### src/ocs_map.vh
// Constants for the offset calibration sequencer
`ifndef OCS_MAP_VH
`define OCS_MAP_VH
`define OCS_CLK_MHZ 100
`define OCS_PON_MS 200
`define OCS_PON_CYC (`OCS_PON_MS * 1000 * `OCS_CLK_MHZ)
`define OCS_CON_MS 3
`define OCS_CON_CYC (`OCS_CON_MS * 1000 * `OCS_CLK_MHZ)
`define OCS_CORR_CYC 32
// Settling takes what the correction steps leave of the pin turn-on time
`define OCS_SETTLE_CYC (`OCS_CON_CYC - `OCS_CORR_CYC)
`define OCS_CNT_W 25
`define OCS_CAL_W 8
// Correction code: mid-scale start, saturating end points, unit step
`define OCS_CODE_RST 8'h80
`define OCS_CODE_MIN 8'h00
`define OCS_CODE_MAX 8'hff
`define OCS_CODE_STEP 8'h01
`endif

### src/ocs_offset_core.v
// Offset correction step: settle, then walk the correction code, then store it
`timescale 1ns/10ps
`include "ocs_map.vh"
module ocs_offset_core #(
	parameter SETTLE_CYC = `OCS_SETTLE_CYC
) (
	input wire sys_clk_in, // System clock
	input wire rst_b_in, // Synchronous reset, active low
	input wire start_in, // One-cycle start pulse
	input wire comp_in, // Offset comparator: 1 means offset positive
	output reg busy_out, // Correction in progress
	output reg done_out, // One-cycle done pulse
	output reg store_out, // One-cycle store strobe for the memory
	output reg [`OCS_CAL_W-1:0] code_out // Correction code
);
	reg [`OCS_CNT_W-1:0] cnt_reg;
	reg settle_reg;

	always @(posedge sys_clk_in) begin
		done_out <= 1'b0;
		store_out <= 1'b0;
		if (!rst_b_in) begin
			busy_out <= 1'b0;
			settle_reg <= 1'b0;
			cnt_reg <= {`OCS_CNT_W{1'b0}};
			code_out <= `OCS_CODE_RST;
		end else if (start_in) begin
			busy_out <= 1'b1;
			settle_reg <= 1'b1;
			cnt_reg <= {`OCS_CNT_W{1'b0}};
		end else if (busy_out) begin
			cnt_reg <= cnt_reg + 1'b1;
			if (settle_reg) begin
				// Bias point must settle before any correction step
				if (cnt_reg == SETTLE_CYC - 1) begin
					settle_reg <= 1'b0;
					cnt_reg <= {`OCS_CNT_W{1'b0}};
				end
			end else begin
				if (comp_in && code_out != `OCS_CODE_MIN)
					code_out <= code_out - `OCS_CODE_STEP;
				else if (!comp_in && code_out != `OCS_CODE_MAX)
					code_out <= code_out + `OCS_CODE_STEP;
				if (cnt_reg == `OCS_CORR_CYC - 1) begin
					busy_out <= 1'b0;
					done_out <= 1'b1;
					store_out <= 1'b1;
				end
			end
		end
	end
endmodule // ocs_offset_core

### src/ocs_seq.v
// Top of the offset calibration sequencer
// Contract
// - Outside calibration, while the calibrate input is high the part stays in low power with its output high impedance.
// - A falling calibrate input starts an offset calibration sequence.
// - When calibration completes the output goes low impedance and normal operation resumes.
// - Every calibration first waits a settling delay, then performs the offset correction.
// - The supply monitor reset triggers a calibration at power-up and after a low supply.
// - A low supply forces the low-power state.
// - On supply recovery a delay counter runs, then calibration starts, about 200 ms in total.
// - A parity error in calibration memory acts as a supply-monitor reset event.
// - A pin-started calibration returns to normal operation in about 3 ms.
// - During calibration the output is high impedance and inputs go to the internal buffer network.
// - The resulting constants are stored in memory at the end of correction.
// - The calibrate input defaults low, so an open input gives normal operation.
// - The common-mode divider is connected to the supplies only while calibrating.
`timescale 1ns/10ps
`include "ocs_map.vh"
module ocs_seq #(
	parameter PON_CYC = `OCS_PON_CYC,
	parameter CON_CYC = `OCS_CON_CYC,
	parameter SETTLE_CYC = `OCS_SETTLE_CYC
) (
	input wire sys_clk_in, // System clock, 100 MHz
	input wire rst_b_in, // Synchronous reset, active low
	input wire cal_chip_select_first_in, // Calibrate/chip select, high = low power
	input wire supply_low_in, // Supply monitor: supply too low
	input wire parity_err_in, // Calibration memory parity error
	input wire comp_in, // Offset comparator during correction
	output reg low_power_out, // Low-power mode
	output reg out_hiz_out, // Amplifier output high impedance
	output reg in_internal_out, // Inputs on internal buffer network
	output reg divider_on_out, // Common-mode divider on supplies
	output reg normal_out, // Normal operation
	output reg store_out, // Store strobe for calibration memory
	output reg [7:0] cal_code_out // Stored calibration constants
);
	localparam ST_LOWPWR = 3'h0;
	localparam ST_PORWAIT = 3'h1;
	localparam ST_CAL = 3'h2;
	localparam ST_NORMAL = 3'h3;
	localparam ST_SUPLOW = 3'h4;

	reg [2:0] state_reg;
	reg [2:0] state_next;
	reg [`OCS_CNT_W-1:0] dly_reg;
	reg [`OCS_CNT_W-1:0] dly_next;
	reg cs_d_reg;
	wire cs_fall;
	wire dly_end;
	wire core_start;
	wire core_done;
	wire core_store;
	wire [`OCS_CAL_W-1:0] core_code;

	////////////////////////////////////////////////////////////////
	// State decodes shared by the core start logic and the output registers
	function is_low_power(input [2:0] st);
		is_low_power = (st == ST_LOWPWR) || (st == ST_SUPLOW) || (st == ST_PORWAIT);
	endfunction

	function is_cal(input [2:0] st);
		is_cal = (st == ST_CAL);
	endfunction

	function is_normal(input [2:0] st);
		is_normal = (st == ST_NORMAL);
	endfunction

	////////////////////////////////////////////////////////////////
	// Open pin reads low through the pull-down, as the reset value does: no false edge after reset
	assign cs_fall = cs_d_reg & ~cal_chip_select_first_in;
	// The wait stops short of the full turn-on time; the calibration that follows fills the rest
	assign dly_end = (dly_reg == PON_CYC - CON_CYC - 1);

	always @* begin
		state_next = state_reg;
		case (state_reg)
			ST_SUPLOW: if (!supply_low_in) state_next = ST_PORWAIT;
			ST_PORWAIT: begin
				if (dly_end) begin
					// Hold off until the pin is released
					if (cal_chip_select_first_in) state_next = ST_LOWPWR;
					else state_next = ST_CAL;
				end
			end
			ST_LOWPWR: if (cs_fall) state_next = ST_CAL;
			ST_CAL: if (core_done) state_next = ST_NORMAL;
			ST_NORMAL: if (cal_chip_select_first_in) state_next = ST_LOWPWR;
			default: state_next = ST_SUPLOW;
		endcase
		// A low supply outranks everything, a parity error outranks the pin
		if (supply_low_in) state_next = ST_SUPLOW;
		else if (parity_err_in) state_next = ST_PORWAIT;
	end

	// A parity error while already waiting restarts the delay rather than extending nothing
	always @* begin
		if (state_reg == ST_PORWAIT && state_next == ST_PORWAIT && !parity_err_in)
			dly_next = dly_reg + 1'b1;
		else
			dly_next = {`OCS_CNT_W{1'b0}};
	end

	assign core_start = is_cal(state_next) && !is_cal(state_reg);

	////////////////////////////////////////////////////////////////
	// Settling plus the correction steps is sized to fill the pin turn-on time
	ocs_offset_core #(.SETTLE_CYC(SETTLE_CYC)) ocs_offset_core_inst (
		.sys_clk_in(sys_clk_in),
		.rst_b_in(rst_b_in),
		.start_in(core_start),
		.comp_in(comp_in),
		.busy_out(),
		.done_out(core_done),
		.store_out(core_store),
		.code_out(core_code)
	);

	////////////////////////////////////////////////////////////////
	always @(posedge sys_clk_in) begin
		if (!rst_b_in) begin
			state_reg <= ST_SUPLOW;
			dly_reg <= {`OCS_CNT_W{1'b0}};
			cs_d_reg <= 1'b0;
		end else begin
			state_reg <= state_next;
			dly_reg <= dly_next;
			cs_d_reg <= cal_chip_select_first_in;
		end
	end

	////////////////////////////////////////////////////////////////
	// Mode outputs follow the next state, so each is a flop that moves with the state; store_out and cal_code_out follow the core
	always @(posedge sys_clk_in) begin
		if (!rst_b_in) begin
			low_power_out <= 1'b1;
			out_hiz_out <= 1'b1;
			in_internal_out <= 1'b0;
			divider_on_out <= 1'b0;
			normal_out <= 1'b0;
			store_out <= 1'b0;
			cal_code_out <= `OCS_CODE_RST;
		end else begin
			low_power_out <= is_low_power(state_next);
			out_hiz_out <= !is_normal(state_next);
			in_internal_out <= is_cal(state_next);
			divider_on_out <= is_cal(state_next);
			normal_out <= is_normal(state_next);
			// A run cut short by low supply or parity keeps going in the core; its result is dropped
			store_out <= core_store & is_cal(state_reg);
			if (core_store && is_cal(state_reg))
				cal_code_out <= core_code;
		end
	end
endmodule // ocs_seq

### config.mk
export PLATFORM = sky130hd
export DESIGN_NAME = ocs_seq
export DESIGN_NICKNAME = d
export VERILOG_FILES = /design/src/ocs_offset_core.v /design/src/ocs_seq.v
export VERILOG_INCLUDE_DIRS = /design/src
export SDC_FILE = /design/constraint.sdc
export NUM_CORES = 1
export LEC_CHECK = 0
export ABC_AREA = 1
export BUFFER_PORTS_ARGS = -buffer_cell sky130_fd_sc_hd__buf_2
export CAP_MARGIN = 15
export CORE_ASPECT_RATIO = 1.75
export CORE_MARGIN = 5
export CORE_UTILIZATION = 45
export CTS_BUF_LIST = sky130_fd_sc_hd__clkbuf_8
export DETAILED_ROUTE_END_ITERATION = 8
export HOLD_SLACK_MARGIN = 0.06
export SYNTH_ARGS = -nofsm -noshare
export SYNTH_HDL_FRONTEND = slang
export SYNTH_SLANG_ARGS = --single-unit
export TNS_END_PERCENT = 20
### constraint.sdc
create_clock -name sys_clk_in -period 2 [get_ports sys_clk_in]
set_clock_uncertainty 0.1 [all_clocks]
set_input_delay 0.2 -clock sys_clk_in [delete_from_list [all_inputs] [get_ports sys_clk_in]]
set_output_delay 0.2 -clock sys_clk_in [all_outputs]
set_load 0.01 [all_outputs]
==> results of run 1 <==
[logic make-up after synthesis]
kind of cell | count (synthesis) | share of synthesized area
adders and majority gates | 9 | 0.0303
xor gates and xnor gates | 35 | 0.0772
DFF | 78 | 0.393
buffers and inverters | 86 | 0.0867
and+or+nand+nor | 298 | 0.347
AOI/OAI and AO/OA | 48 | 0.0659
[worst register-to-register path, stage by stage (launching register included)]
cell and delay (ns):
dfxtp_2 0.33, inv_2 0.05, nand4_1 0.12, nor2_2 0.16, nor2_4 0.06, buf_12 0.14
ha_4 0.24, a21oi_4 0.12, nand2_2 0.09, a21oi_2 0.15, o21ai_2 0.07, xor2_1 0.16
nor2_1 0.09, nor2_1 0.05
[cells in the mapped netlist]
cell / instances / area, sq um
or2_2: 3 / 18.8
ha_1: 8 / 100
inv_2: 13 / 48.8
buf_4: 2 / 15.0
nand3_2: 3 / 30.0
o21ai_0: 13 / 65.1
a21oi_1: 27 / 135
nor2_1: 103 / 387
nor4_2: 1 / 12.5
nor2_4: 1 / 11.3
nand3_1: 29 / 145
buf_6: 1 / 11.3
nor2_2: 6 / 37.5
nor4_1: 6 / 37.5
a31oi_1: 2 / 12.5
nor3_2: 3 / 30.0
clkinv_1: 3 / 11.3
o211ai_1: 2 / 15.0
nand4_4: 1 / 21.3
fa_1: 1 / 20.0
clkbuf_1: 4 / 15.0
or2_1: 1 / 6.26
and3_1: 2 / 12.5
a21oi_2: 2 / 17.5
nand4_1: 25 / 156
a211oi_1: 1 / 7.51
nand3b_1: 3 / 22.5
nor3_1: 11 / 55.1
xor2_1: 24 / 210
dfxtp_1: 78 / 1560
nand2_2: 1 / 6.26
inv_1: 58 / 218
xnor2_1: 11 / 96.3
nand2_1: 95 / 357
a41oi_1: 1 / 8.76
buf_2: 5 / 25.0
nor3b_1: 4 / 30.0
[report_power, final]
group	leakage, nW	total, mW	switching [mW]	internal (mW)
Clock	0.115	1.42	0.597	0.822
Combinational	1.34	0.115	0.0657	0.0491
Sequential	0.632	1.56	0.00210	1.56
Total	2.09	3.09	0.664	2.43
[layout make-up]
cell class / instances / area, sq um / area share
Tap cell: 117 / 146 / 0.0281
Clock inverter: 6 / 111 / 0.0213
Inverter: 74 / 278 / 0.0533
Multi-Input combinational cell: 392 / 2340 / 0.449
Sequential cell: 78 / 1570 / 0.301
Clock buffer: 9 / 124 / 0.0237
Timing Repair Buffer: 84 / 646 / 0.124
[per-layer routing]
layer,vias to the layer above,GRT usage,routed length [microns]
met1,1779,0.182,3630
met5,-,0,0
li1,1957,-,-
met4,0,0.0968,381
met2,53,0.346,5440
met3,31,0.0309,209
[how the worst max path moves through the flow]
stage                                                start                               end  slack, ns  depth (start not counted)
after detailed placement  ocs_offset_core_inst.code_out[1]  ocs_offset_core_inst.code_out[6]      -0.10                         13
after global routing      ocs_offset_core_inst.code_out[4]  ocs_offset_core_inst.code_out[5]      -0.14                         13
after global placement    ocs_offset_core_inst.code_out[1]  ocs_offset_core_inst.code_out[6]      -0.07                         13
after floorplan           ocs_offset_core_inst.code_out[0]  ocs_offset_core_inst.code_out[6]       0.02                         13
final                     ocs_offset_core_inst.code_out[0]  ocs_offset_core_inst.code_out[5]      -0.01                         13
after CTS                 ocs_offset_core_inst.code_out[0]  ocs_offset_core_inst.code_out[5]      -0.03                         13
[cell usage in the layout, fill, tap and decap left out, drive strengths merged, types with 2 or more instances in the layout]
master / n
clkbuf: 9
o21ai: 13
clkinv: 5
buf: 81
nor2: 110
or2: 4
nand2: 96
a31oi: 2
nor3: 14
and3: 2
xor2: 24
nor3b: 4
ha: 8
xnor2: 11
dfxtp: 78
nand4: 26
nand3: 34
a21oi: 29
dlygate4sd3: 3
inv: 71
bufinv: 3
nor4: 7
nand3b: 3
o211ai: 2
[timing repair]
action,in CTS,in global routing
gates cloned,0,2
setup endpoints to repair,21,59
gates resized for setup,24,42
buffers inserted,3,6
endpoints found under the hold margin,4,0
pin swaps,9,20
hold buffers,3,0
==> results_dict.tcl, run 1 <==
set metrics [dict create \
    insertion_delay_ns 0.36 \
    final_hold_viol_count 0 \
    path_cells "inv_2 -> nand4_1 -> nor2_2 -> nor2_4 -> buf_12 -> ha_4 -> a21oi_4 -> nand2_2 -> a21oi_2 -> o21ai_2 -> xor2_1 -> nor2_1 -> nor2_1" \
    grt_overflow 0 \
    critical_path_arrival_ns 2.17 \
    p_leak_nw 2.09 \
    crit_family "simple AND/OR/NAND/NOR gates" \
    fillers 830 \
    synth_seq_cells 78 \
    dp.cells 731 \
    worstHoldStart "parity_err_in" \
    via_count 3820 \
    worstPathRequired_ns 2.16 \
    die_y_microns 134 \
    place_congestion 0.882 \
    min_path_type "in2reg" \
    end_kind "flip-flop" \
    pre_cts_ws_ns -0.103 \
    hpwl_microns 7080 \
    status "finished, violations left" \
    die_width_microns 81 \
    ant_nets 0 \
    r2r_setup_slack_ns -0.01 \
    wire_per_inst_microns 12.7 \
    whs_ns 0.106 \
    grt_max_degree 24 \
    num_rows 45 \
    tightest_slew_ns 0.448 \
    syn_to_final_growth_pct 31.4 \
    clk_pin_slew_ns 0.09 \
    critPathMaxFanout 6 \
    slowest_delay_ns 0.33 \
    die_area_sq_um 10900 \
    power_density_nw_per_um2 592 \
    synth_fp_nets 569 \
    final_util 0.602 \
    start_util 0.458 \
    cp_slowest_cell "dfxtp_2" \
    cts_tree "yes" \
    drv_cap 0 \
    io_buffers 19 \
    wl_microns 9660 \
    netlist_instances 554 \
    fin_ws_ns -0.0102 \
    finalSetupViolCount 3 \
    core_sq_um 8670 \
    min_to "state_reg[2]" \
    grt_pass1_vias 3651 \
    yosys.cell_types.count 37 \
    critPathLaunchType "flip-flop" \
    syn_avg_cell_area_sq_um 7.17 \
    max_slew_margin 0.698 \
    violations "setup timing" \
    finalCritPeriodShare 1.01 \
    netlist_area_sq_um 3970 \
    numCtsBuffers 9 \
    first_pass_iters 4 \
    drc 0 \
    tns_ns -0.0206 \
    vdd_ir_drop_max_mv 0.281 \
    slew_violations 0 \
    drt_iter0_drc 116 \
    ys_seq_area_frac 0.393 \
    stdcell_area_sq_um 5220 \
    grt_usage 0.183 \
    drive_gt1_frac 0.283 \
    antenna_found_initial 0 \
    stdcell_count 760 \
    crit_top_cell "nor2_1" \
    fmax_mhz 497 \
    timing.critical_path.buf_inv 2 \
    fin_nets 654 \
    placed_area_sq_um 4590 \
    cts_sinks 78 \
    holdPathStages 4 \
    power_mw 3.09 \
    antennaDiodeCount 0 \
    rr_endpoint "ocs_offset_core_inst.code_out[5]" \
    grt_pass1_wl_microns 15600 \
    clockBufferDepth 2 \
    ff2ff_path_depth 13 \
    crit_type "reg2reg" \
    reg2reg_from "ocs_offset_core_inst.code_out[0]" \
    rsz0062_at_grt "true" \
    num_io_pins 20 \
    fin_crit_ns 2.01 \
    via_per_inst 5.03 \
    yosys_warnings 0 \
    htree_levels 3 \
    clockRootBuffer "clkbuf_8" \
]
Power figures use the tool's default switching activity.
==> run 2, diff against run 1 <==
--- a/config.mk
+++ b/config.mk
@@ -14,7 +14,7 @@
 export CORE_UTILIZATION = 45
 export CTS_BUF_LIST = sky130_fd_sc_hd__clkbuf_8
 export DETAILED_ROUTE_END_ITERATION = 8
-export HOLD_SLACK_MARGIN = 0.06
+export HOLD_SLACK_MARGIN = 0.12
 export SYNTH_ARGS = -nofsm -noshare
 export SYNTH_HDL_FRONTEND = slang
 export SYNTH_SLANG_ARGS = --single-unit
==> run 2 against run 1 <==
Against the previous run: the run still ends with setup timing left; critical path depth is the same; final cell count grew 0.13%; via count up 0.26%; power is essentially flat; hold slack gained 0.060 ns; clock power about the same; largest power group unchanged; highest routed layer unchanged.
==> results_dict.tcl, run 2 (synthesis gave the netlist of run 1 again) <==
set metrics [dict create \
    num_rows 45 \
    crit_family "simple AND/OR/NAND/NOR gates" \
    placed_area_sq_um 4590 \
    fin_ws_ns -0.0111 \
    path_cells "inv_2 -> nand4_1 -> nor2_2 -> nor2_4 -> buf_12 -> ha_4 -> a21oi_4 -> nand2_2 -> a21oi_2 -> o21ai_2 -> xor2_1 -> nor2_1 -> nor2_1" \
    tns_ns -0.0170 \
    violations "setup timing" \
    cts_tree "yes" \
    clockRootBuffer "clkbuf_8" \
    wire_per_inst_microns 12.7 \
    die_y_microns 134 \
    slew_violations 0 \
    layout_commonest_cell "nor2_1" \
    final_hold_viol_count 0 \
    insertion_delay_ns 0.36 \
    fin_crit_ns 2.01 \
    stdcell_area_sq_um 5230 \
    grt_pass1_vias 3652 \
    clk_pin_slew_ns 0.09 \
    status "finished, violations left" \
    timing.critical_path.buf_inv 2 \
    hpwl_microns 7080 \
    vdd_ir_drop_max_mv 0.281 \
    die_width_microns 81 \
    critPathLaunchType "flip-flop" \
    critPathMaxFanout 6 \
    cp_slowest_cell "dfxtp_2" \
    crit_type "reg2reg" \
    clockBufferDepth 2 \
    core_sq_um 8670 \
    place_congestion 0.882 \
    antenna_found_initial 0 \
    crit_top_cell "nor2_1" \
    num_io_pins 20 \
    syn_to_final_growth_pct 31.6 \
    grt_pass1_wl_microns 15600 \
    cts_sinks 78 \
    critical_path_arrival_ns 2.17 \
    grt_overflow 0 \
    numCtsBuffers 9 \
    final_util 0.603 \
    htree_levels 3 \
    rsz0062_at_grt "true" \
    via_count 3830 \
    multi_input_area_sq_um 2340 \
    wl_microns 9670 \
    drv_cap 0 \
    pre_cts_ws_ns -0.103 \
    via_per_inst 5.03 \
    start_util 0.458 \
    final_cell_mix "nor2_1, nand2_1, dfxtp_1" \
    tightest_slew_ns 0.448 \
    worstPathRequired_ns 2.16 \
    die_area_sq_um 10900 \
    grt_usage 0.183 \
    io_buffers 19 \
    first_pass_iters 4 \
    fin_nets 655 \
    fillers 829 \
    antennaDiodeCount 0 \
    drc 0 \
    drive_gt1_frac 0.283 \
    p_leak_nw 2.09 \
    slowest_delay_ns 0.33 \
    grt_max_degree 24 \
    whs_ns 0.166 \
    fmax_mhz 497 \
    finalCritPeriodShare 1.01 \
    finalSetupViolCount 2 \
    power_density_nw_per_um2 591 \
    end_kind "flip-flop" \
    drt_iter0_drc 104 \
    register_area_sq_um 1570 \
    max_slew_margin 0.699 \
    min_path_type "in2reg" \
    ant_nets 0 \
]
[run 2: cell count changes in the layout (fill, tap and decap cells not counted), sizes merged]
cell / change
dlygate4sd3: +1
[run 2: repair_timing]
| action | 4_1_cts | 5_1_grt |
|---|---|---|
| endpoints found under the hold margin | 4 | 0 |
| gates cloned | 0 | 2 |
| resized for setup | 24 | 42 |
| pin swaps | 9 | 20 |
| endpoints found under the setup margin | 21 | 59 |
| hold buffers | 4 | 0 |
| setup buffers | 3 | 6 |
[run 2: power breakdown]
part	internal, mW	switching [mW]	leakage (nW)
sequential	1.55	0.00211	0.632
clock	0.822	0.595	0.115
combinational	0.0505	0.0661	1.35
total	2.43	0.663	2.09
[run 2: per-stage QoR]
| step | std cells | power [mW] |
|---|---|---|
| 5_1_grt | 761 | 3.19 |
| 3_5_place_dp | 731 | 1.68 |
| 3_3_place_gp | 731 | 1.68 |
| 6_report | 761 | 3.09 |
| 2_1_floorplan | 554 | 1.65 |
| 4_1_cts | 753 | 3.12 |
[run 2: worst reg2reg max path: cells and delay by family, from the launching register on]
| kind | cells | cell delay (ns) |
|---|---|---|
| AOI/OAI and AO/OA | 3 | 0.34 |
| xor gates and xnor gates | 1 | 0.16 |
| adders and majority gates | 1 | 0.24 |
| buffers and inverters | 2 | 0.19 |
| DFF | 1 | 0.33 |
| and+or+nand+nor | 6 | 0.57 |
[run 2: final timing paths]
kind	from	end	slack (ns)	depth (start not counted)
worst min-delay path	parity_err_in	divider_on_out	0.17	5
worst min register to register	dly_reg[24]	dly_reg[24]	0.37	2
worst max register to register	ocs_offset_core_inst.code_out[0]	ocs_offset_core_inst.code_out[5]	-0.01	13
worst max-delay path	ocs_offset_core_inst.code_out[0]	ocs_offset_core_inst.code_out[5]	-0.01	13
[run 2: final cells by class]
class | instances | area share
Timing Repair Buffer | 85 | 0.125
Clock buffer | 9 | 0.0237
Clock inverter | 6 | 0.0213
Sequential cell | 78 | 0.301
Tap cell | 117 | 0.0280
Inverter | 74 | 0.0531
Multi-Input combinational cell | 392 | 0.448
[run 2: per-layer routing]
layer	routed length, microns	vias to the layer above	global-route usage	share of wire
li1	-	1961	-	-
met1	3640	1786	0.183	0.38
met2	5470	49	0.346	0.57
met3	196	34	0.0309	0.020
met4	370	0	0.0968	0.038
met5	0	-	0	0
==> run 3, diff against run 2 <==
--- a/config.mk
+++ b/config.mk
@@ -15,6 +15,7 @@
 export CTS_BUF_LIST = sky130_fd_sc_hd__clkbuf_8
 export DETAILED_ROUTE_END_ITERATION = 8
 export HOLD_SLACK_MARGIN = 0.12
+export SKIP_LAST_GASP = 1
 export SYNTH_ARGS = -nofsm -noshare
 export SYNTH_HDL_FRONTEND = slang
 export SYNTH_SLANG_ARGS = --single-unit
==> run 3 against run 2 <==
Against the previous run: the run still ends with setup timing left; wire length grew 1.6%; power is essentially flat; sequential power is essentially flat; largest cell class unchanged; largest power group unchanged.
==> results_dict.tcl, run 3 (synthesis gave the netlist of run 1 again) <==
set metrics [dict create \
    register_area_sq_um 1570 \
    via_per_inst 4.99 \
    grt_usage 0.184 \
    power_density_nw_per_um2 591 \
    antennaDiodeCount 0 \
    drive_gt1_frac 0.276 \
    rr_endpoint "ocs_offset_core_inst.code_out[5]" \
    reg2reg_from "ocs_offset_core_inst.code_out[0]" \
    hpwl_microns 7080 \
    core_sq_um 8670 \
    holdPathStages 5 \
    critPathMaxFanout 6 \
    via_count 3804 \
    numCtsBuffers 9 \
    num_rows 45 \
    grt_overflow 0 \
    fmax_mhz 492 \
    syn_to_final_growth_pct 31.6 \
    ff2ff_path_depth 13 \
    startpoint "ocs_offset_core_inst.code_out[0]" \
    die_area_sq_um 10900 \
    num_io_pins 20 \
    multi_input_area_sq_um 2330 \
    placed_area_sq_um 4590 \
    die_width_microns 81 \
    final_hold_viol_count 0 \
    wire_per_inst_microns 12.9 \
    fin_nets 656 \
    fillers 828 \
    layout_commonest_cell "nor2_1" \
    drv_cap 0 \
    vdd_ir_drop_max_mv 0.276 \
    end_kind "flip-flop" \
    fin_ws_ns -0.0316 \
    clockBufferDepth 2 \
    insertion_delay_ns 0.36 \
    wl_microns 9830 \
    p_leak_nw 2.10 \
    place_congestion 0.882 \
    grt_max_degree 24 \
    io_buffers 19 \
    drt_iter0_drc 136 \
    grt_pass1_vias 3652 \
    crit_type "reg2reg" \
    ant_nets 0 \
    grt_pass1_wl_microns 15600 \
    finalCritPeriodShare 1.02 \
    critical_path_arrival_ns 2.19 \
    slew_violations 0 \
    drc 0 \
    max_slew_margin 0.705 \
    rsz0062_at_grt "true" \
    status "finished, violations left" \
    clockRootBuffer "clkbuf_8" \
    violations "setup timing" \
    critPathLaunchType "flip-flop" \
    r2r_setup_slack_ns -0.03 \
    stdcell_area_sq_um 5230 \
    dp.cells 731 \
    worstPathRequired_ns 2.16 \
    whs_ns 0.167 \
    htree_levels 3 \
    final_cell_mix "nor2_1, nand2_1, dfxtp_1" \
    die_y_microns 134 \
    first_pass_iters 4 \
    antenna_found_initial 0 \
    start_util 0.458 \
    worstHoldStart "parity_err_in" \
    min_path_type "in2reg" \
    stdcell_count 762 \
    clk_pin_slew_ns 0.09 \
    min_to "divider_on_out" \
    finalSetupViolCount 3 \
    cts_tree "yes" \
    power_mw 3.09 \
    tightest_slew_ns 0.438 \
    fin_crit_ns 2.03 \
    final_util 0.603 \
    cts_sinks 78 \
]
run 3: changes by cell type in the layout (fill, tap and decap cells not counted), sizes merged:
cell,previous run,this run
clkbuf,9,10
run 3: metrics by stage:
step / setup TNS [ns] / worst slack [ns]
6_report: -0.0459 / -0.0316
4_1_cts: -0.0950 / -0.0509
3_3_place_gp: -0.124 / -0.0733
3_5_place_dp: -0.325 / -0.103
5_1_grt: -3.28 / -0.138
2_1_floorplan: 0 / 0.0199
run 3: power by group:
part | internal [mW] | switching, mW | total (mW)
clock | 0.822 | 0.592 | 1.41
combinational | 0.0508 | 0.0663 | 0.117
sequential | 1.55 | 0.00207 | 1.56
total | 2.43 | 0.661 | 3.09
run 3: worst max-delay path: stages, from the launching register on:
cell and delay, ns:
dfxtp_2 0.33, inv_2 0.05, nand4_1 0.12, nor2_2 0.16, nor2_4 0.06, buf_12 0.14, ha_4 0.23, a21oi_4 0.12
nand2_2 0.09, a21oi_2 0.15, o21ai_2 0.06, xor2_1 0.16, nor2_1 0.10, nor2_1 0.05
run 3: layer usage:
metal	track usage	vias to the layer above	part of all wire
li1	-	1958	-
met1	0.182	1771	0.38
met2	0.346	53	0.58
met3	0.0397	22	0.021
met4	0.0883	0	0.024
met5	0	-	0
run 3: cell type report:
class	instances	area share
Tap cell	117	0.0280
Inverter	74	0.0532
Clock inverter	6	0.0213
Multi-Input combinational cell	392	0.446
Clock buffer	9	0.0237
Timing Repair Buffer	86	0.127
Sequential cell	78	0.301
run 3: how the worst max path moves through the flow:
| stage | end | depth (start not counted) |
|---|---|---|
| global route | ocs_offset_core_inst.code_out[5] | 13 |
| finish | ocs_offset_core_inst.code_out[5] | 13 |
| floorplan | ocs_offset_core_inst.code_out[6] | 13 |
| global placement | ocs_offset_core_inst.code_out[6] | 13 |
| detailed placement | ocs_offset_core_inst.code_out[6] | 13 |
| CTS | ocs_offset_core_inst.code_out[5] | 13 |
run 3: timing repair:
item	in CTS	in global routing
pin swaps	9	24
endpoints found under the hold margin	4	0
hold buffers	4	0
resized for setup	20	41
buffers inserted	3	7
endpoints found under the setup margin	21	59
cloned	0	2
